### src/hdl/cpmbt_regs.vh
`ifndef CPMBT_REGS_VH
`define CPMBT_REGS_VH
// Register byte offsets
`define CPMBT_OFS_CTRL0 4'h0
`define CPMBT_OFS_CTRL1 4'h4
`define CPMBT_OFS_BTIME 4'h8
`define CPMBT_OFS_STAT 4'hc
// Control 0 fields
`define CPMBT_C0_SLPREQ 0
`define CPMBT_C0_SFTRST 1
`define CPMBT_C0_WAKEUP_IRQ_ENABLE 2
`define CPMBT_C0_TLINK 3
`define CPMBT_C0_SLPACK 4
`define CPMBT_C0_WUPFLG 5
// Control 1 fields
`define CPMBT_C1_CLKSEL 0
`define CPMBT_C1_WUPFILT 1
`define CPMBT_C1_TRIPLE 2
// Bit timing fields
`define CPMBT_BT_PRESC_LSB 0
`define CPMBT_BT_SJW_LSB 6
`define CPMBT_BT_SEG1_LSB 8
`define CPMBT_BT_SEG2_LSB 12
// Reset values
`define CPMBT_RST_SFTRST 1'b1
`define CPMBT_RST_BTIME 15'h0000
// Segment limits in quanta
`define CPMBT_SEG1_MIN 5'h04
`define CPMBT_SEG2_MIN 5'h02
// Counts: bus-off recovery, resync and wake filter length
`define CPMBT_RECOV_GROUPS 128
`define CPMBT_RECOV_BITS 11
`define CPMBT_SYNC_BITS 11
`define CPMBT_FILT_LEN 8
// Bus responses
`define CPMBT_RESP_OKAY 2'h0
`define CPMBT_RESP_SLVERR 2'h2
`endif

### src/hdl/cpmbt_glitch_filter.v
`timescale 1ns/1ps
`include "cpmbt_regs.vh"
module cpmbt_glitch_filter #(
  parameter LEN = `CPMBT_FILT_LEN
) (
  input wire mclk,
  input wire sys_rst,
  input wire clkEn,
  input wire filtOn,
  input wire rxIn,
  output reg activity_ff
);
  reg [7:0] domCnt_ff;
  // Dominant must persist LEN cycles when filtering; short glitches never reach activity
  always @(posedge mclk)
  begin
    if (sys_rst)
    begin
      domCnt_ff <= 8'h00;
      activity_ff <= 1'b0;
    end
    else if (clkEn)
    begin
      if (rxIn)
        domCnt_ff <= 8'h00;
      else if (domCnt_ff != LEN[7:0])
        domCnt_ff <= domCnt_ff + 8'h01;
      activity_ff <= filtOn ? (~rxIn && domCnt_ff >= LEN[7:0] - 8'h01) : ~rxIn;
    end
  end
endmodule // cpmbt_glitch_filter

### src/hdl/cpmbt_bit_timing.v
`timescale 1ns/1ps
`include "cpmbt_regs.vh"
module cpmbt_bit_timing (
  input wire mclk,
  input wire sys_rst,
  input wire run,
  input wire srcTick,
  input wire [5:0] prescDiv,
  input wire [3:0] seg1,
  input wire [2:0] seg2,
  input wire [1:0] sjw,
  input wire triple,
  input wire rxIn,
  output reg tqTick_ff,
  output reg samplePoint_ff,
  output reg bitEnd_ff,
  output reg rxBit_ff
);
  reg [5:0] presc_ff;
  reg [4:0] q_ff;
  reg [2:0] hold_ff;
  reg [1:0] hist_ff;
  reg rxPrev_ff;
  wire [4:0] s1Raw = {1'b0, seg1} + 5'h01;
  wire [4:0] s2Raw = {2'b00, seg2} + 5'h01;
  // Field is length minus one; short codes clamp to the least legal length
  wire [4:0] s1 = (s1Raw < `CPMBT_SEG1_MIN) ? `CPMBT_SEG1_MIN : s1Raw;
  wire [4:0] s2 = (s2Raw < `CPMBT_SEG2_MIN) ? `CPMBT_SEG2_MIN : s2Raw;
  wire [4:0] jw = {3'h0, sjw} + 5'h01;
  wire [4:0] last = s1 + s2;
  wire [4:0] rest = last - q_ff + 5'h01;
  wire tq = run && srcTick && (presc_ff == prescDiv);
  wire edgeSeen = rxPrev_ff && !rxIn;
  wire atSample = tq && hold_ff == 3'h0 && q_ff == s1;
  wire maj = (hist_ff[1] & hist_ff[0]) | (hist_ff[1] & rxIn) | (hist_ff[0] & rxIn);
  // Prescaler, quantum position and jump-width resync; all are cleared when run is low
  always @(posedge mclk)
  begin
    if (sys_rst || !run)
    begin
      presc_ff <= 6'h00;
      q_ff <= 5'h00;
      hold_ff <= 3'h0;
      hist_ff <= 2'h3;
      rxPrev_ff <= 1'b1;
      tqTick_ff <= 1'b0;
      samplePoint_ff <= 1'b0;
      bitEnd_ff <= 1'b0;
      rxBit_ff <= 1'b1;
    end
    else
    begin
      tqTick_ff <= tq;
      samplePoint_ff <= atSample;
      bitEnd_ff <= 1'b0;
      if (srcTick)
        presc_ff <= (presc_ff == prescDiv) ? 6'h00 : presc_ff + 6'h01;
      if (atSample)
        rxBit_ff <= triple ? maj : rxIn;
      if (tq)
      begin
        rxPrev_ff <= rxIn;
        hist_ff <= {hist_ff[0], rxIn};
        if (hold_ff != 3'h0)
          hold_ff <= hold_ff - 3'h1;
        else if (edgeSeen && q_ff != 5'h00 && q_ff <= s1)
        begin
          hold_ff <= (q_ff < jw) ? q_ff[2:0] : jw[2:0];
          q_ff <= q_ff + 5'h01;
        end
        else if (edgeSeen && q_ff > s1 && rest <= jw)
        begin
          q_ff <= 5'h00;
          bitEnd_ff <= 1'b1;
        end
        else if (edgeSeen && q_ff > s1)
          q_ff <= q_ff + jw;
        else if (q_ff >= last)
        begin
          q_ff <= 5'h00;
          bitEnd_ff <= 1'b1;
        end
        else
          q_ff <= q_ff + 5'h01;
      end
    end
  end
endmodule // cpmbt_bit_timing

### src/hdl/cpmbt_top.v
// The AXI4-Lite slave port and the address map were left to the implementer.
`timescale 1ns/1ps
`include "cpmbt_regs.vh"
// Contract
// - Sleep and soft reset stop engine clocks; power-down stops all.
// - CPU stop gives power-down; else request/soft-reset bits pick the mode.
// - Wake-up interrupt raised only with sleep ack and wake enable set.
// - Sleep is entered only when neither transmitting nor receiving.
// - Sleep ack stays set for the whole time in sleep.
// - Transmit pin is recessive throughout sleep.
// - In sleep buffers stay usable; no copy and no abort happen.
// - Bus-off recovery count freezes in sleep and resumes afterwards.
// - Sleep ends on bus activity, sleep request clear or soft reset.
// - Clearing sleep request is ignored until sleep ack is set.
// - After wake-up wait eleven recessive bits before joining.
// - On wake-up release the deferred copy, aborts and transmissions.
// - Soft reset halts transfers at once; registers stay accessible.
// - Power-down aborts transfers, forces transmit recessive, blocks registers.
// - Bus activity in power-down wakes system; data ignored until resync.
// - During CPU wait the block stays fully active with interrupts.
// - Wake filter mode low-pass filters receive line during sleep.
// - One bit time timestamp pulse after every valid frame end.
// - Timestamp drives timer capture channel 0 only when link enabled.
// - Clock select picks oscillator or PLL; prescaler makes quantum clock.
// - Bit is sync quantum plus segment one 4-16 and segment two 2-8.
// - Jump width programmable from one to four quanta.
// - Sample at sample point; triple sampling ends at third sample.
module cpmbt_top #(
  parameter FILT_LEN = `CPMBT_FILT_LEN,
  parameter SYNC_BITS = `CPMBT_SYNC_BITS,
  parameter RECOV_BITS = `CPMBT_RECOV_BITS,
  parameter RECOV_GROUPS = `CPMBT_RECOV_GROUPS
) (
  input wire mclk,
  input wire sys_rst,
  input wire clkEn,
  input wire [3:0] s_axi_awaddr,
  input wire s_axi_awvalid,
  output wire s_axi_awready,
  input wire [31:0] s_axi_wdata,
  input wire [3:0] s_axi_wstrb,
  input wire s_axi_wvalid,
  output wire s_axi_wready,
  output reg [1:0] s_axi_bresp,
  output reg s_axi_bvalid,
  input wire s_axi_bready,
  input wire [3:0] s_axi_araddr,
  input wire s_axi_arvalid,
  output wire s_axi_arready,
  output reg [31:0] s_axi_rdata,
  output reg [1:0] s_axi_rresp,
  output reg s_axi_rvalid,
  input wire s_axi_rready,
  input wire cpuStop,
  input wire txBusy,
  input wire rxBusy,
  input wire busOff,
  input wire frameValidEof,
  input wire engineTx,
  input wire oscTick,
  input wire pllTick,
  input wire canRxPin,
  output reg canTxPin_ff,
  output reg wakeIrq_ff,
  output wire systemWake,
  output reg engineClkEn_ff,
  output reg engineAbort_ff,
  output reg bgCopyHold_ff,
  output reg deferredGo_ff,
  output reg recoveryDone_ff,
  output reg timerCapture_ff,
  output wire tqTick,
  output wire samplePoint,
  output wire bitEnd,
  output wire rxBit
);
  localparam ST_NORM = 3'h0;
  localparam ST_SLREQ = 3'h1;
  localparam ST_SLEEP = 3'h2;
  localparam ST_SYNC = 3'h3;
  localparam ST_SRST = 3'h4;
  localparam ST_PDN = 3'h5;

  reg [2:0] state_ff;
  reg [2:0] nxt_state;
  reg sleepReq_ff;
  reg softRst_ff;
  reg wakeup_irq_enable_ff;
  reg tLink_ff;
  reg wakeFlag_ff;
  reg clkSel_ff;
  reg filtMode_ff;
  reg triple_ff;
  reg [14:0] btime_ff;
  reg [3:0] syncCnt_ff;
  reg [3:0] recBit_ff;
  reg [7:0] recGrp_ff;
  reg tsPulse_ff;
  reg awHave_ff;
  reg wHave_ff;
  reg [3:0] awAddr_ff;
  reg [31:0] wData_ff;
  reg [3:0] wStrb_ff;
  wire busWake;
  wire sleepAck = (state_ff == ST_SLEEP);
  wire running = (state_ff == ST_NORM) || (state_ff == ST_SLREQ);
  wire timingRun = clkEn && (running || state_ff == ST_SYNC);
  wire srcTick = clkSel_ff ? pllTick : oscTick;

  // Wake detector runs on the register clock so it still works in sleep
  cpmbt_glitch_filter #(
    .LEN(FILT_LEN)
  ) u_filter (
    .mclk(mclk),
    .sys_rst(sys_rst),
    .clkEn(clkEn),
    .filtOn(filtMode_ff),
    .rxIn(canRxPin),
    .activity_ff(busWake)
  );

  // Quantum and bit clock only in the modes that need the bus
  cpmbt_bit_timing u_timing (
    .mclk(mclk),
    .sys_rst(sys_rst),
    .run(timingRun),
    .srcTick(srcTick),
    .prescDiv(btime_ff[`CPMBT_BT_PRESC_LSB +: 6]),
    .seg1(btime_ff[`CPMBT_BT_SEG1_LSB +: 4]),
    .seg2(btime_ff[`CPMBT_BT_SEG2_LSB +: 3]),
    .sjw(btime_ff[`CPMBT_BT_SJW_LSB +: 2]),
    .triple(triple_ff),
    .rxIn(canRxPin),
    .tqTick_ff(tqTick),
    .samplePoint_ff(samplePoint),
    .bitEnd_ff(bitEnd),
    .rxBit_ff(rxBit)
  );

  // Mode selection; CPU stop overrides every register bit
  always @*
  begin
    nxt_state = state_ff;
    if (cpuStop)
      nxt_state = ST_PDN;
    else if (softRst_ff)
      nxt_state = ST_SRST;
    else
    begin
      case (state_ff)
        ST_PDN: nxt_state = ST_SYNC;
        ST_SRST: nxt_state = ST_SYNC;
        ST_NORM: if (sleepReq_ff) nxt_state = ST_SLREQ;
        ST_SLREQ:
          if (!sleepReq_ff)
            nxt_state = ST_NORM;
          else if (!txBusy && !rxBusy)
            nxt_state = ST_SLEEP;
        ST_SLEEP: if (busWake || !sleepReq_ff) nxt_state = ST_SYNC;
        ST_SYNC:
          if (samplePoint && rxBit && syncCnt_ff >= SYNC_BITS[3:0] - 4'h1)
            nxt_state = ST_NORM;
        default: nxt_state = ST_SRST;
      endcase
    end
  end

  // Power-down wake request leaves even with the register clock frozen
  assign systemWake = (state_ff == ST_PDN) && !canRxPin;

  // Mode register, resync counter and mode-derived outputs
  always @(posedge mclk)
  begin
    if (sys_rst)
    begin
      state_ff <= ST_SRST;
      syncCnt_ff <= 4'h0;
      canTxPin_ff <= 1'b1;
      engineClkEn_ff <= 1'b0;
      engineAbort_ff <= 1'b0;
      bgCopyHold_ff <= 1'b0;
      deferredGo_ff <= 1'b0;
    end
    else if (clkEn)
    begin
      state_ff <= nxt_state;
      if (state_ff != ST_SYNC || (samplePoint && !rxBit))
        syncCnt_ff <= 4'h0;
      else if (samplePoint)
        syncCnt_ff <= syncCnt_ff + 4'h1;
      // Engine sees a clock only while online; wait mode leaves it running
      engineClkEn_ff <= (nxt_state == ST_NORM) || (nxt_state == ST_SLREQ);
      canTxPin_ff <= ((nxt_state == ST_NORM) || (nxt_state == ST_SLREQ)) ? engineTx : 1'b1;
      engineAbort_ff <= running && (nxt_state == ST_SRST || nxt_state == ST_PDN);
      bgCopyHold_ff <= (nxt_state == ST_SLEEP);
      deferredGo_ff <= sleepAck && (nxt_state != ST_SLEEP);
    end
  end

  // Bus-off recovery: 128 runs of 11 recessive bits, counted only online
  always @(posedge mclk)
  begin
    if (sys_rst)
    begin
      recBit_ff <= 4'h0;
      recGrp_ff <= 8'h00;
      recoveryDone_ff <= 1'b0;
    end
    else if (clkEn)
    begin
      recoveryDone_ff <= 1'b0;
      if (!busOff)
      begin
        recBit_ff <= 4'h0;
        recGrp_ff <= 8'h00;
      end
      else if (running && samplePoint)
      begin
        if (!rxBit)
          recBit_ff <= 4'h0;
        else if (recBit_ff == RECOV_BITS[3:0] - 4'h1)
        begin
          recBit_ff <= 4'h0;
          if (recGrp_ff == RECOV_GROUPS[7:0] - 8'h01)
          begin
            recGrp_ff <= 8'h00;
            recoveryDone_ff <= 1'b1;
          end
          else
            recGrp_ff <= recGrp_ff + 8'h01;
        end
        else
          recBit_ff <= recBit_ff + 4'h1;
      end
    end
  end

  // Timestamp: set at valid end of frame, dropped at the next bit boundary
  always @(posedge mclk)
  begin
    if (sys_rst)
    begin
      tsPulse_ff <= 1'b0;
      timerCapture_ff <= 1'b0;
    end
    else if (clkEn)
    begin
      if (frameValidEof && running)
        tsPulse_ff <= 1'b1;
      else if (bitEnd)
        tsPulse_ff <= 1'b0;
      timerCapture_ff <= ((frameValidEof && running) || (tsPulse_ff && !bitEnd)) && tLink_ff;
    end
  end

  // Bus slave: one write and one read at a time, address and data in any order
  assign s_axi_awready = !awHave_ff && !s_axi_bvalid;
  assign s_axi_wready = !wHave_ff && !s_axi_bvalid;
  assign s_axi_arready = !s_axi_rvalid;
  wire wrGo = awHave_ff && wHave_ff && !s_axi_bvalid;
  wire pdn = (state_ff == ST_PDN);
  wire wrC0 = wrGo && !pdn && awAddr_ff == `CPMBT_OFS_CTRL0 && wStrb_ff[0];
  wire wrC1 = wrGo && !pdn && awAddr_ff == `CPMBT_OFS_CTRL1 && wStrb_ff[0];
  wire wrBt = wrGo && !pdn && awAddr_ff == `CPMBT_OFS_BTIME;
  wire wrMap = awAddr_ff == `CPMBT_OFS_CTRL0 || awAddr_ff == `CPMBT_OFS_CTRL1 ||
    awAddr_ff == `CPMBT_OFS_BTIME || awAddr_ff == `CPMBT_OFS_STAT;
  wire wakeEvt = sleepAck && wakeup_irq_enable_ff && busWake;

  // Write channel capture and response
  always @(posedge mclk)
  begin
    if (sys_rst)
    begin
      awHave_ff <= 1'b0;
      wHave_ff <= 1'b0;
      awAddr_ff <= 4'h0;
      wData_ff <= 32'h00000000;
      wStrb_ff <= 4'h0;
      s_axi_bvalid <= 1'b0;
      s_axi_bresp <= `CPMBT_RESP_OKAY;
    end
    else if (clkEn)
    begin
      if (s_axi_awvalid && s_axi_awready)
      begin
        awHave_ff <= 1'b1;
        awAddr_ff <= {s_axi_awaddr[3:2], 2'h0};
      end
      if (s_axi_wvalid && s_axi_wready)
      begin
        wHave_ff <= 1'b1;
        wData_ff <= s_axi_wdata;
        wStrb_ff <= s_axi_wstrb;
      end
      if (wrGo)
      begin
        awHave_ff <= 1'b0;
        wHave_ff <= 1'b0;
        s_axi_bvalid <= 1'b1;
        s_axi_bresp <= (pdn || !wrMap) ? `CPMBT_RESP_SLVERR : `CPMBT_RESP_OKAY;
      end
      else if (s_axi_bready)
        s_axi_bvalid <= 1'b0;
    end
  end

  // Control bits; hardware events win over software clears
  always @(posedge mclk)
  begin
    if (sys_rst)
    begin
      sleepReq_ff <= 1'b0;
      softRst_ff <= `CPMBT_RST_SFTRST;
      wakeup_irq_enable_ff <= 1'b0;
      tLink_ff <= 1'b0;
      wakeFlag_ff <= 1'b0;
      clkSel_ff <= 1'b0;
      filtMode_ff <= 1'b0;
      triple_ff <= 1'b0;
      btime_ff <= `CPMBT_RST_BTIME;
      wakeIrq_ff <= 1'b0;
    end
    else if (clkEn)
    begin
      if (wrC0)
      begin
        softRst_ff <= wData_ff[`CPMBT_C0_SFTRST];
        wakeup_irq_enable_ff <= wData_ff[`CPMBT_C0_WAKEUP_IRQ_ENABLE];
        tLink_ff <= wData_ff[`CPMBT_C0_TLINK];
        if (wData_ff[`CPMBT_C0_SLPREQ] || sleepAck)
          sleepReq_ff <= wData_ff[`CPMBT_C0_SLPREQ];
      end
      // Bus wake withdraws the request so the block does not fall asleep again
      if (sleepAck && busWake)
        sleepReq_ff <= 1'b0;
      if (wakeEvt)
        wakeFlag_ff <= 1'b1;
      else if (wrC0 && wData_ff[`CPMBT_C0_WUPFLG])
        wakeFlag_ff <= 1'b0;
      wakeIrq_ff <= (wakeFlag_ff || wakeEvt) && wakeup_irq_enable_ff;
      if (wrC1)
      begin
        clkSel_ff <= wData_ff[`CPMBT_C1_CLKSEL];
        filtMode_ff <= wData_ff[`CPMBT_C1_WUPFILT];
        triple_ff <= wData_ff[`CPMBT_C1_TRIPLE];
      end
      if (wrBt && wStrb_ff[0])
        btime_ff[7:0] <= wData_ff[7:0];
      if (wrBt && wStrb_ff[1])
        btime_ff[14:8] <= wData_ff[14:8];
    end
  end

  // Read channel; status shows mode and recovery progress
  always @(posedge mclk)
  begin
    if (sys_rst)
    begin
      s_axi_rvalid <= 1'b0;
      s_axi_rdata <= 32'h00000000;
      s_axi_rresp <= `CPMBT_RESP_OKAY;
    end
    else if (clkEn)
    begin
      if (s_axi_arvalid && s_axi_arready)
      begin
        s_axi_rvalid <= 1'b1;
        s_axi_rresp <= `CPMBT_RESP_OKAY;
        s_axi_rdata <= 32'h00000000;
        if (pdn)
          s_axi_rresp <= `CPMBT_RESP_SLVERR;
        else if ({s_axi_araddr[3:2], 2'h0} == `CPMBT_OFS_CTRL0)
          s_axi_rdata <= {26'h0, wakeFlag_ff, sleepAck, tLink_ff, wakeup_irq_enable_ff, softRst_ff, sleepReq_ff};
        else if ({s_axi_araddr[3:2], 2'h0} == `CPMBT_OFS_CTRL1)
          s_axi_rdata <= {29'h0, triple_ff, filtMode_ff, clkSel_ff};
        else if ({s_axi_araddr[3:2], 2'h0} == `CPMBT_OFS_BTIME)
          s_axi_rdata <= {17'h0, btime_ff};
        else if ({s_axi_araddr[3:2], 2'h0} == `CPMBT_OFS_STAT)
          s_axi_rdata <= {16'h0, recGrp_ff, recBit_ff, busOff, state_ff};
        else
          s_axi_rresp <= `CPMBT_RESP_SLVERR;
      end
      else if (s_axi_rready)
        s_axi_rvalid <= 1'b0;
    end
  end
endmodule // cpmbt_top

### config.mk
export PLATFORM = sky130hd
export DESIGN_NAME = cpmbt_top
export DESIGN_NICKNAME = d
export VERILOG_FILES = /design/src/hdl/cpmbt_glitch_filter.v /design/src/hdl/cpmbt_bit_timing.v /design/src/hdl/cpmbt_top.v
export VERILOG_INCLUDE_DIRS = /design/src /design/src/hdl
export SDC_FILE = /design/constraint.sdc
export NUM_CORES = 1
export LEC_CHECK = 0
export ABC_AREA = 1
export ABC_CLOCK_PERIOD_IN_PS = 4300
export BUFFER_PORTS_ARGS = -buffer_cell sky130_fd_sc_hd__buf_2
export CAP_MARGIN = 40
export CELL_PAD_IN_SITES_DETAIL_PLACEMENT = 1
export CELL_PAD_IN_SITES_GLOBAL_PLACEMENT = 1
export CORE_ASPECT_RATIO = 1.5
export CORE_MARGIN = 4
export CORE_UTILIZATION = 41
export DETAILED_ROUTE_END_ITERATION = 16
export PLACE_DENSITY_LB_ADDON = 0.3
export SYNTH_ARGS = -nofsm -noshare
export SYNTH_HDL_FRONTEND = slang
export SYNTH_HIERARCHICAL = 1
export SYNTH_SLANG_ARGS = --single-unit
### constraint.sdc
create_clock -name mclk -period 4.3 [get_ports mclk]
set_clock_uncertainty 0.2 [all_clocks]
set_input_delay 0.86 -clock mclk [delete_from_list [all_inputs] [get_ports mclk]]
set_output_delay 0.86 -clock mclk [all_outputs]
set_load 0.005 [all_outputs]
== Word-level counts from Yosys, hierarchy flattened ==
Cells that the tools add are included.

* Add/sub/neg operators: 14
* Magnitude comparators: 9
* Equality and inequality tests: 25
* Muxes and demuxes: 69
* Bitwise gates (word level): 8
* Reduce and logical (&&, ||, !) cells: 110

{| class="wikitable"
|+ Operators by type and width
! operator !! number
|-
| $mux 16 || 5
|-
| $mux 8 || 7
|-
| $logic_and 1x1->1 || 42
|-
| $reduce_and 2->1 || 19
|-
| $mux 3 || 10
|-
| $mux 5 || 6
|-
| $mux 1 || 27
|-
| $mux 4 || 6
|-
| $reduce_bool 2->1 || 11
|-
| $add 8x1->8 const B || 2
|-
| $pmux 3 s5 || 1
|-
| $logic_or 1x1->1 || 14
|-
| $logic_not 1->1 || 13
|-
| $eq 3x3->1 const B || 4
|-
| $mux 2 || 6
|-
| $add 5x1->5 const B || 2
|-
| $add 5x5->5 || 2
|-
| $le 5x5->1 || 2
|-
| $eq 3x2->1 const B || 3
|-
| $logic_not 3->1 || 3
|-
| $add 4x1->4 const B || 2
|-
| $eq 2x2->1 const B || 4
|-
| $eq 8x7->1 const B || 1
|-
| $ge 8x3->1 const B || 1
|-
| 32 further kinds || 42
|}

* Register bits: 140
* Bits of input ports: 61
* Output and inout port bits: 54
* Logic and storage cells: 279

== Logic depth before layout (Yosys ltp) ==
Gate-level depths: netlist of the first run.

* Depth in word-level cells: 10
* Depth in mapped cells: 26
* Depth with buffers taken out: 26

== Cells and area by module ==
Netlist of the first run, hierarchy kept.

{| class="wikitable"
|+ Modules (own cells, without submodules)
! module !! times used !! cells an instance !! area each (um^2) !! sequential area each (um^2)
|-
| cpmbt_top || 1 || 552 || 4131.5 || 1841.8
|-
| cpmbt_bit_timing || 1 || 319 || 2177.1 || 400.4
|-
| cpmbt_glitch_filter || 1 || 98 || 583.1 || 180.2
|}

== Worst setup path before layout of the first run ==
OpenSTA, ideal clock, no wires.

* Path type: flip-flop to flip-flop
* From: reg btime_ff[8]
* To: reg u_timing.q_ff[3]
* Library setup time: 0.120 ns
* Arrival time: 3.523 ns
* Data required time: 3.980 ns
* Path slack: 0.457 ns
* Stages on the path, launching flop included: 26
* Path buffers: 0
* Period minus slack after synthesis: 3.843 ns
* Cell sequence: dfxtp_1 > ha_1 > nand3_1 > nand3_1 > nand2_1 > inv_1 > ha_1 > inv_1 > fa_1 > xnor2_1 > ha_1 > inv_1 > nand2_1 > and2_1 > ha_1 > ha_1 > a21oi_1 > o21ai_0 > nand2_1 > nand2_1 > nor2_1 > nand2_1 > nand3_1 > nand2_1 > nand2_1 > a21oi_1

* Cells in the longest elaborated chain, start to end: 10
* Elaborated cells between the ends (all ways): 17
* Classes of those cells: 4 x add/sub; 5 x order compare; 5 x mux; 3 x reduce/logical

{| class="wikitable"
|+ RTL lines
! element !! line !! RTL
|-
| from (decl) || cpmbt_top.v:94 || <nowiki>reg [14:0] btime_ff;</nowiki>
|-
| from (signal assigned) || cpmbt_top.v:320 || <nowiki>btime_ff <= `CPMBT_RST_BTIME;</nowiki>
|-
| from (signal assigned) || cpmbt_top.v:350 || <nowiki>btime_ff[14:8] <= wData_ff[14:8];</nowiki>
|-
| $add 4x1->5 * || cpmbt_bit_timing.v:24 || <nowiki>wire [4:0] s1Raw = {1'b0, seg1} + 5'h01;</nowiki>
|-
| $lt 5x3->1 (no line) || - ||
|-
| $mux 5 * || cpmbt_bit_timing.v:27 || <nowiki>wire [4:0] s1 = (s1Raw < `CPMBT_SEG1_MIN) ? `CPMBT_SEG1_MIN : s1Raw;</nowiki>
|-
| $add 5x5->5 || cpmbt_bit_timing.v:30 || <nowiki>wire [4:0] last = s1 + s2;</nowiki>
|-
| $sub 5x5->5 || cpmbt_bit_timing.v:31 || <nowiki>wire [4:0] rest = last - q_ff + 5'h01;</nowiki>
|-
| $add 5x1->5 || cpmbt_bit_timing.v:31 ||
|-
| $le 5x5->1 || cpmbt_bit_timing.v:71 || <nowiki>else if (edgeSeen && q_ff > s1 && rest <= jw)</nowiki>
|-
| $logic_and 1x1->1 || cpmbt_bit_timing.v:71 ||
|-
| $mux 5 || cpmbt_bit_timing.v:71 ||
|-
| $mux 5 * || cpmbt_bit_timing.v:66 || <nowiki>else if (edgeSeen && q_ff != 5'h00 && q_ff <= s1)</nowiki>
|-
| to (signal assigned) || cpmbt_bit_timing.v:69 || <nowiki>q_ff <= q_ff + 5'h01;</nowiki>
|-
| to (signal assigned) || cpmbt_bit_timing.v:77 || <nowiki>q_ff <= q_ff + jw;</nowiki>
|-
| to (signal assigned) || cpmbt_bit_timing.v:84 || <nowiki>q_ff <= q_ff + 5'h01;</nowiki>
|-
| to (decl) || cpmbt_bit_timing.v:20 || <nowiki>reg [4:0] q_ff;</nowiki>
|}

Every way passes the cells marked *; elsewhere a longest branch is shown, timed or not.
A chain may end at the register's enable or synchronous reset.

== Final worst setup path of the first run ==
* From: reg btime_ff[13]
* To: reg u_timing.q_ff[2]

* Cells in the longest elaborated chain, start to end: 10
* Elaborated cells between the ends (all ways): 13
* Classes of those cells: 4 x add/sub; 3 x order compare; 5 x mux; 1 x reduce/logical

{| class="wikitable"
|+ RTL lines
! element !! line !! RTL
|-
| $add 3x1->4 * || cpmbt_bit_timing.v:25 || <nowiki>wire [4:0] s2Raw = {2'b00, seg2} + 5'h01;</nowiki>
|-
| $lt 5x2->1 (no line) || - ||
|-
| $mux 5 * || cpmbt_bit_timing.v:28 || <nowiki>wire [4:0] s2 = (s2Raw < `CPMBT_SEG2_MIN) ? `CPMBT_SEG2_MIN : s2Raw;</nowiki>
|-
| $add 5x5->5 * || cpmbt_bit_timing.v:30 ||
|-
| $sub 5x5->5 || cpmbt_bit_timing.v:31 ||
|-
| $add 5x1->5 || cpmbt_bit_timing.v:31 ||
|-
| $le 5x5->1 || cpmbt_bit_timing.v:71 ||
|-
| $logic_and 1x1->1 || cpmbt_bit_timing.v:71 ||
|-
| $mux 5 * || cpmbt_bit_timing.v:71 ||
|-
| $mux 5 * || cpmbt_bit_timing.v:66 ||
|}

Marked as above.

==> results.md, run 1 <==
* Vias per inst at 5.164
* 1st-pass router iterations at 4
* GP Congestion at 0.8731
* Die Wd at 113.9 um
* Endpoints failing setup at 0
* DR WL/cell at 16.09 um
* Routed Antenna Nets at 0
* DP Cell Count at 1236
* Reg2reg end: u_timing/q_ff[2]
* Post-synth EDFFs at 0
* Gr usage total at 22.27%
* Synth cell types at 55
* FF+latch count, synth at 121
* Async SR Flop Fraction at 0%
* Synth Cell Area at 6892 um2
* Reg-to-reg startpoint: btime_ff[13]
* MaxCap Viol Count at 0
* Syn Inst Count at 969
* Crit path time final at 4.026 ns
* VDD IR max at 251.3 uV
* Htree depth at 4
* PD cells at 351.6 nW/um2
* Initial DRC Count at 245
* Max Buffers Root-to-Sink at 2
* CTS tree: built
* Max Clk Rate at 0.2484 GHz
* CTS root buf: clkbuf_16
* Final worst-path cycle share at 93.62%
* CTS Sinks at 121
* Crit start category: register
* Syn_area_per_cell at 7.112 um2
* Most common cell after layout, fill and taps aside: nand2_1
* Status: finished, final reports clean
* Ys flop type: dfxtp_1
* Die H at 166.8 um
* Max-slew violations at 0
* Finished Cell Area at 8100 um2
* Initial antenna violation count at 0
* Layout Cells excl Fill at 1272
* PortBufs at 73
* Leak at 0.003655 uW
* Worst min-delay path category: register to register
* Row cnt at 57
* Capturing element type of the critical path: register
* Crit Path Class: register to register
* Required @ worst endpoint at 4.41 ns
* Clk_lat worst skew at 0.42 ns
* Core ar. at 16330 um2
* Fill count at 2135
* Clk pin slew, worst setup/hold paths at 0.06 ns
* Arrival time at the worst endpoint at 4.13 ns
* Hold WS at 0.2679 ns
* # IOs at 115
* Fin Setup TNS at 0 ns
* Final Net Count at 1160
* R2r setup slk at 0.27 ns
* Fraction of layout cells with a size suffix above 1 at 16.06%
* Initial Util at 42.20%
* Vias at 6568
* Cell area after placement at 7407 um2
* Drt total wl at 20.47 mm
* Slew at the pin closest to its max-slew limit at 0.5703 ns
* Commonest non-fill, non-tap cells in the layout: nand2_1 (177), inv_1 (122), dfxtp_1 (117), nor2_1 (116), a21oi_1 (77)
* DRC viols at 0
* Largest net degree at the start of global routing at 47
* CTS Buf Count at 17
* Critical Path Start: btime_ff[13]
* Yosys warning total at 6
* First-pass GRT wire length at 33.69 mm
* Share of the core filled with cells at 49.60%
* Critical Path End: u_timing/q_ff[2]
* Worst slew margin at 61.58%
* Post-DP HPWL at 15.83 mm
* Vias in the first global route at 6740
* GRT overflow at 0
* Die ar. at 18990 um2
* Critical path peak fanout at 5
* Reg2reg path depth at 24
* Final Hold Fails at 0
* Seq/Total Area, Yosys at 35.15%
* Area growth from synthesis to layout at 17.54%
## how the worst min path moves through the flow
stage | startpoint | end | cells past startpoint
floorplan | awHave_ff | awHave_ff | 2
finish | engineClkEn_ff | engineClkEn_ff | 2
global placement | awHave_ff | awHave_ff | 2
detailed placement | awHave_ff | awHave_ff | 2
global route | engineClkEn_ff | engineClkEn_ff | 2
CTS | awHave_ff | awHave_ff | 2
## power by group
part,internal [uW],total [uW],switching [uW]
combinational,58.5,181,123
sequential,1150,1170,21.1
clock,997,1500,501
total,2200,2850,645
## registers in the layout (all words and copies together), names as in the netlist, 3 cells and up
signal and cells:
btime_ff 15, u_timing/hold_ff 3, s_axi_rdata 16, recBit_ff 4, u_timing/presc_ff 6, state_ff 3, syncCnt_ff 4, u_timing/q_ff 5
recGrp_ff 8, u_filter/domCnt_ff 8, wData_ff 15
## cell usage after synthesis (4+ instances only)
| master | n | area, um2 |
|---|---|---|
| nand4_1 | 13 | 81.33 |
| nor3_1 | 8 | 40.04 |
| a21oi_1 | 78 | 390.4 |
| nand3_2 | 4 | 40.04 |
| o22ai_1 | 7 | 43.79 |
| buf_4 | 19 | 142.6 |
| nand3_1 | 54 | 270.3 |
| inv_2 | 7 | 26.28 |
| o211ai_1 | 5 | 37.54 |
| nand2_2 | 9 | 56.30 |
| clkbuf_1 | 10 | 37.54 |
| dfxtp_1 | 121 | 2422 |
| nand3b_1 | 4 | 30.03 |
| xnor2_1 | 8 | 70.07 |
| inv_1 | 122 | 457.9 |
| nor2_2 | 8 | 50.05 |
| o21ai_0 | 70 | 350.3 |
| nor2_1 | 117 | 439.2 |
| o21ai_1 | 8 | 40.04 |
| nand2_1 | 178 | 668.1 |
| xor2_1 | 13 | 113.9 |
| nor2_4 | 5 | 56.30 |
| a31oi_1 | 10 | 62.56 |
| ha_1 | 45 | 563.0 |
## timing repair
item | CTS | global route
buffers inserted | 0 | 3
hold endpoints to repair | 0 | 0
resized for setup | 2 | 11
hold buffers | 0 | 0
setup endpoints to repair | 2 | 6
pin swaps | 0 | 1
## layout make-up
class	instances	area [um2]	area share (%)
Multi-Input combinational cell	694	3837	47.37
Sequential cell	121	2427	29.97
Inverter	134	513.0	6.333
Clock buffer	24	471.7	5.823
Timing Repair Buffer	84	447.9	5.530
Tap cell	206	257.7	3.182
Clock inverter	8	142.6	1.761
Antenna cell	1	2.502	0.03089
## critical path, stage by stage (launching register included)
cell	delay, ns
dfxtp_2	0.33
ha_1	0.19
xor2_1	0.16
nor2_1	0.16
inv_1	0.05
o21bai_1	0.11
inv_1	0.05
ha_1	0.20
inv_1	0.07
fa_2	0.44
ha_1	0.21
inv_1	0.08
nand2_1	0.06
and2_1	0.16
ha_1	0.33
ha_4	0.24
a21oi_2	0.12
o21ai_0	0.09
nand2_1	0.06
nand2_1	0.05
nor2_2	0.14
nand2_2	0.10
buf_4	0.15
nand4_1	0.07
a21oi_1	0.07
## per-stage QoR
stage          power, uW  worst slack, ns
6_report            2848           0.2743
3_5_place_dp        1374         -0.03524
5_1_grt             2947        -0.003725
3_3_place_gp        1368           0.1083
2_1_floorplan       1316           0.4573
4_1_cts             2870          0.04239
## logic make-up after synthesis
family	after synthesis	share of synthesized area (%)
simple gates	413	27.12
compound gates	194	15.29
buf+inv	171	10.80
flops	121	35.15
fa+ha+maj	47	8.751
xor+xnor	21	2.669
other cells	1	0.05441
mux	1	0.1634
## layer usage
| layer | GRT usage [%] | part of all wire, % |
|---|---|---|
| met1 | 24.20 | 40 |
| met2 | 40.81 | 53 |
| met3 | 3.666 | 3.3 |
| met4 | 11.27 | 4.3 |
| met5 | 0 | 0 |
Note: power is estimated with default switching activity, not from simulation.
==> inputs of run 2 (changes only) <==
PLACE_DENSITY_LB_ADDON = 0.08   (was 0.3)
==> run 2 against run 1 <==
  * Highest routed layer is now met5
  * Final area decreased by 0.34%
  * Die area unchanged
  * Hold slack lost 0.0012 ns
  * Fmax up 2.5%
  * Final cell count unchanged
  * First-iteration DRC count unchanged
==> results.md, run 2 (same netlist as run 1, synthesis figures left out) <==
* GRT overflow at 0 (unchanged)
* Worst min-delay path category: register to register
* CTS root buf: clkbuf_16
* RSZ-0062 raised after global routing: no
* Crit path time final at 3.928 ns (-0.09726 ns)
* Largest registers: s_axi_rdata x16, btime_ff x15, wData_ff x15
* Initial Util at 42.20% (unchanged)
* Crit start category: register
* Initial antenna violation count at 1 (+1)
* DR WL/cell at 16.36 um (+1.7%)
* Slew at the pin closest to its max-slew limit at 0.6183 ns (+0.04802 ns)
* Gr usage total at 22.52% (+0.26 points)
* DP Cell Count at 1238 (+0.16%)
* Vias at 6502 (-1.0%)
* Largest net degree at the start of global routing at 50 (+6.4%)
* Htree depth at 4 (unchanged)
* Core ar. at 16330 um2 (unchanged)
* First-pass GRT wire length at 34.30 mm (+1.8%)
* VDD IR max at 225.8 uV (-10%)
* Capturing element type of the critical path: register
* Critical path peak fanout at 6 (+1)
* # IOs at 115 (unchanged)
* Final worst-path cycle share at 91.36% (-2.3 points)
* Fin Setup TNS at 0 ns (unchanged)
* Worst slew margin at 58.34% (-3.2 points)
* MaxCap Viol Count at 0 (unchanged)
* CTS Sinks at 121 (unchanged)
* Die ar. at 18990 um2 (unchanged)
* Die Wd at 113.9 um (unchanged)
* CTS Hold Bufs at 0 (unchanged)
* Post-DP HPWL at 16.26 mm (+2.7%)
* Required @ worst endpoint at 4.41 ns (about the same)
* Place WS at -0.002913 ns (+0.03233 ns)
* DRC viols at 0 (unchanged)
* Reg with most FFs: s_axi_rdata
* Final Net Count at 1161 (+0.086%)
* Arrival time at the worst endpoint at 4.04 ns (-0.09 ns)
* Most common cell after layout, fill and taps aside: nand2_1
* Finished Cell Area at 8073 um2 (-0.34%)
* Tot Pwr at 2785 uW (-2.2%)
* Max reg flops at 16 (unchanged)
* Fraction of layout cells with a size suffix above 1 at 16.06% (unchanged)
* PD cells at 345.0 nW/um2 (-1.9%)
* Max Clk Rate at 0.2546 GHz (+2.5%)
* Layout Cells excl Fill at 1272 (unchanged)
* Clk pin slew, worst setup/hold paths at 0.06 ns (about the same)
* Row cnt at 57 (unchanged)
* Max Buffers Root-to-Sink at 2 (unchanged)
* Status: finished, final reports clean
* Crit Path Class: register to register
* Area growth from synthesis to layout at 17.14%
* Final Hold Fails at 0 (unchanged)
* 1st-pass router iterations at 4 (unchanged)
* Clk_lat worst skew at 0.42 ns (about the same)
* CTS Buf Count at 17 (unchanged)
* Die H at 166.8 um (unchanged)
* Commonest non-fill, non-tap cells in the layout: nand2_1 (177), inv_1 (122), dfxtp_1 (118), nor2_1 (116), a21oi_1 (77)
* Cell area after placement at 7422 um2 (+0.20%)
* Final setup margin at 0.3716 ns (+0.09726 ns)
* Initial DRC Count at 245 (unchanged)
* Endpoints failing setup at 0 (unchanged)
* PortBufs at 73 (unchanged)
* Vias in the first global route at 6844 (+1.5%)
* GP Congestion at 0.8103 (-7.2%)
* Max-slew violations at 0 (unchanged)
* Drt total wl at 20.82 mm (+1.7%)
* CTS tree: built
* Routed Antenna Nets at 0 (unchanged)
* Vias per inst at 5.112 (-1.0%)
* Leak at 0.003659 uW (+0.11%)
-- run 2: final timing paths --
| path | slack [ns] | to | startpoint | depth (start not counted) |
|---|---|---|---|---|
| worst max register to register | 0.37 | u_timing/q_ff[2] | btime_ff[8] | 24 |
| worst min-delay path | 0.27 | s_axi_rdata[0] | s_axi_rdata[0] | 2 |
| worst min register to register | 0.27 | s_axi_rdata[0] | s_axi_rdata[0] | 2 |
| worst max-delay path | 0.37 | u_timing/q_ff[2] | btime_ff[8] | 24 |
-- run 2: metrics by stage --
| stage | utilization (%) | hold WS, ns |
|---|---|---|
| 5_1_grt | 49.41 | 0.2926 |
| 3_3_place_gp | 45.45 | 0.2567 |
| 6_report | 49.43 | 0.2667 |
| 3_5_place_dp | 45.45 | 0.2582 |
| 2_1_floorplan | - | 0.2364 |
| 4_1_cts | 49.03 | 0.2675 |
-- run 2: final cells by class --
| cell class | instances | area [um2] |
|---|---|---|
| inverters | 134 | 513.0 |
| fillers | 2139 | 8259 |
| clock inverters | 10 | 125.1 |
| diodes | 1 | 2.502 |
| well taps | 206 | 257.7 |
| repair buffers | 85 | 455.4 |
| flip-flops and latches | 121 | 2426 |
| multi-input cells | 694 | 3832 |
| clock buffers | 21 | 460.4 |
-- run 2: timing repair --
| item | 4_1_cts | 5_1_grt |
|---|---|---|
| endpoints found under the setup margin | 0 | 6 |
| setup buffers | 0 | 2 |
| gates resized for setup | 0 | 11 |
-- run 2: routing by layer --
layer | vias up | wire length [um] | global-route usage, %
li1 | 3296 | - | -
met1 | 3076 | 8557 | 25.53
met2 | 96 | 11010 | 41.22
met3 | 32 | 602 | 3.993
met4 | 2 | 630 | 8.682
met5 | - | 13 | 0
-- run 2: power by group --
group	internal [uW]	switching, uW	total [uW]
sequential	1150	21.6	1170
clock	930	502	1430
combinational	59.0	125	184
-- run 2: critical path: stages (launching register included) --
cell and delay (ns):
dfxtp_2 0.34, ha_1 0.22, xnor2_1 0.15, nand3_1 0.11, nand2_1 0.05, inv_1 0.07, ha_1 0.17, inv_1 0.06
fa_2 0.36, xnor2_2 0.15, ha_1 0.31, inv_1 0.09, nand2_1 0.06, and2_1 0.17, ha_4 0.28, ha_4 0.20
a21oi_2 0.12, o21ai_1 0.07, nand2_1 0.05, nand2_1 0.05, nor2_2 0.14, nand2_2 0.13, buf_4 0.15, nand4_1 0.06
a21oi_1 0.06
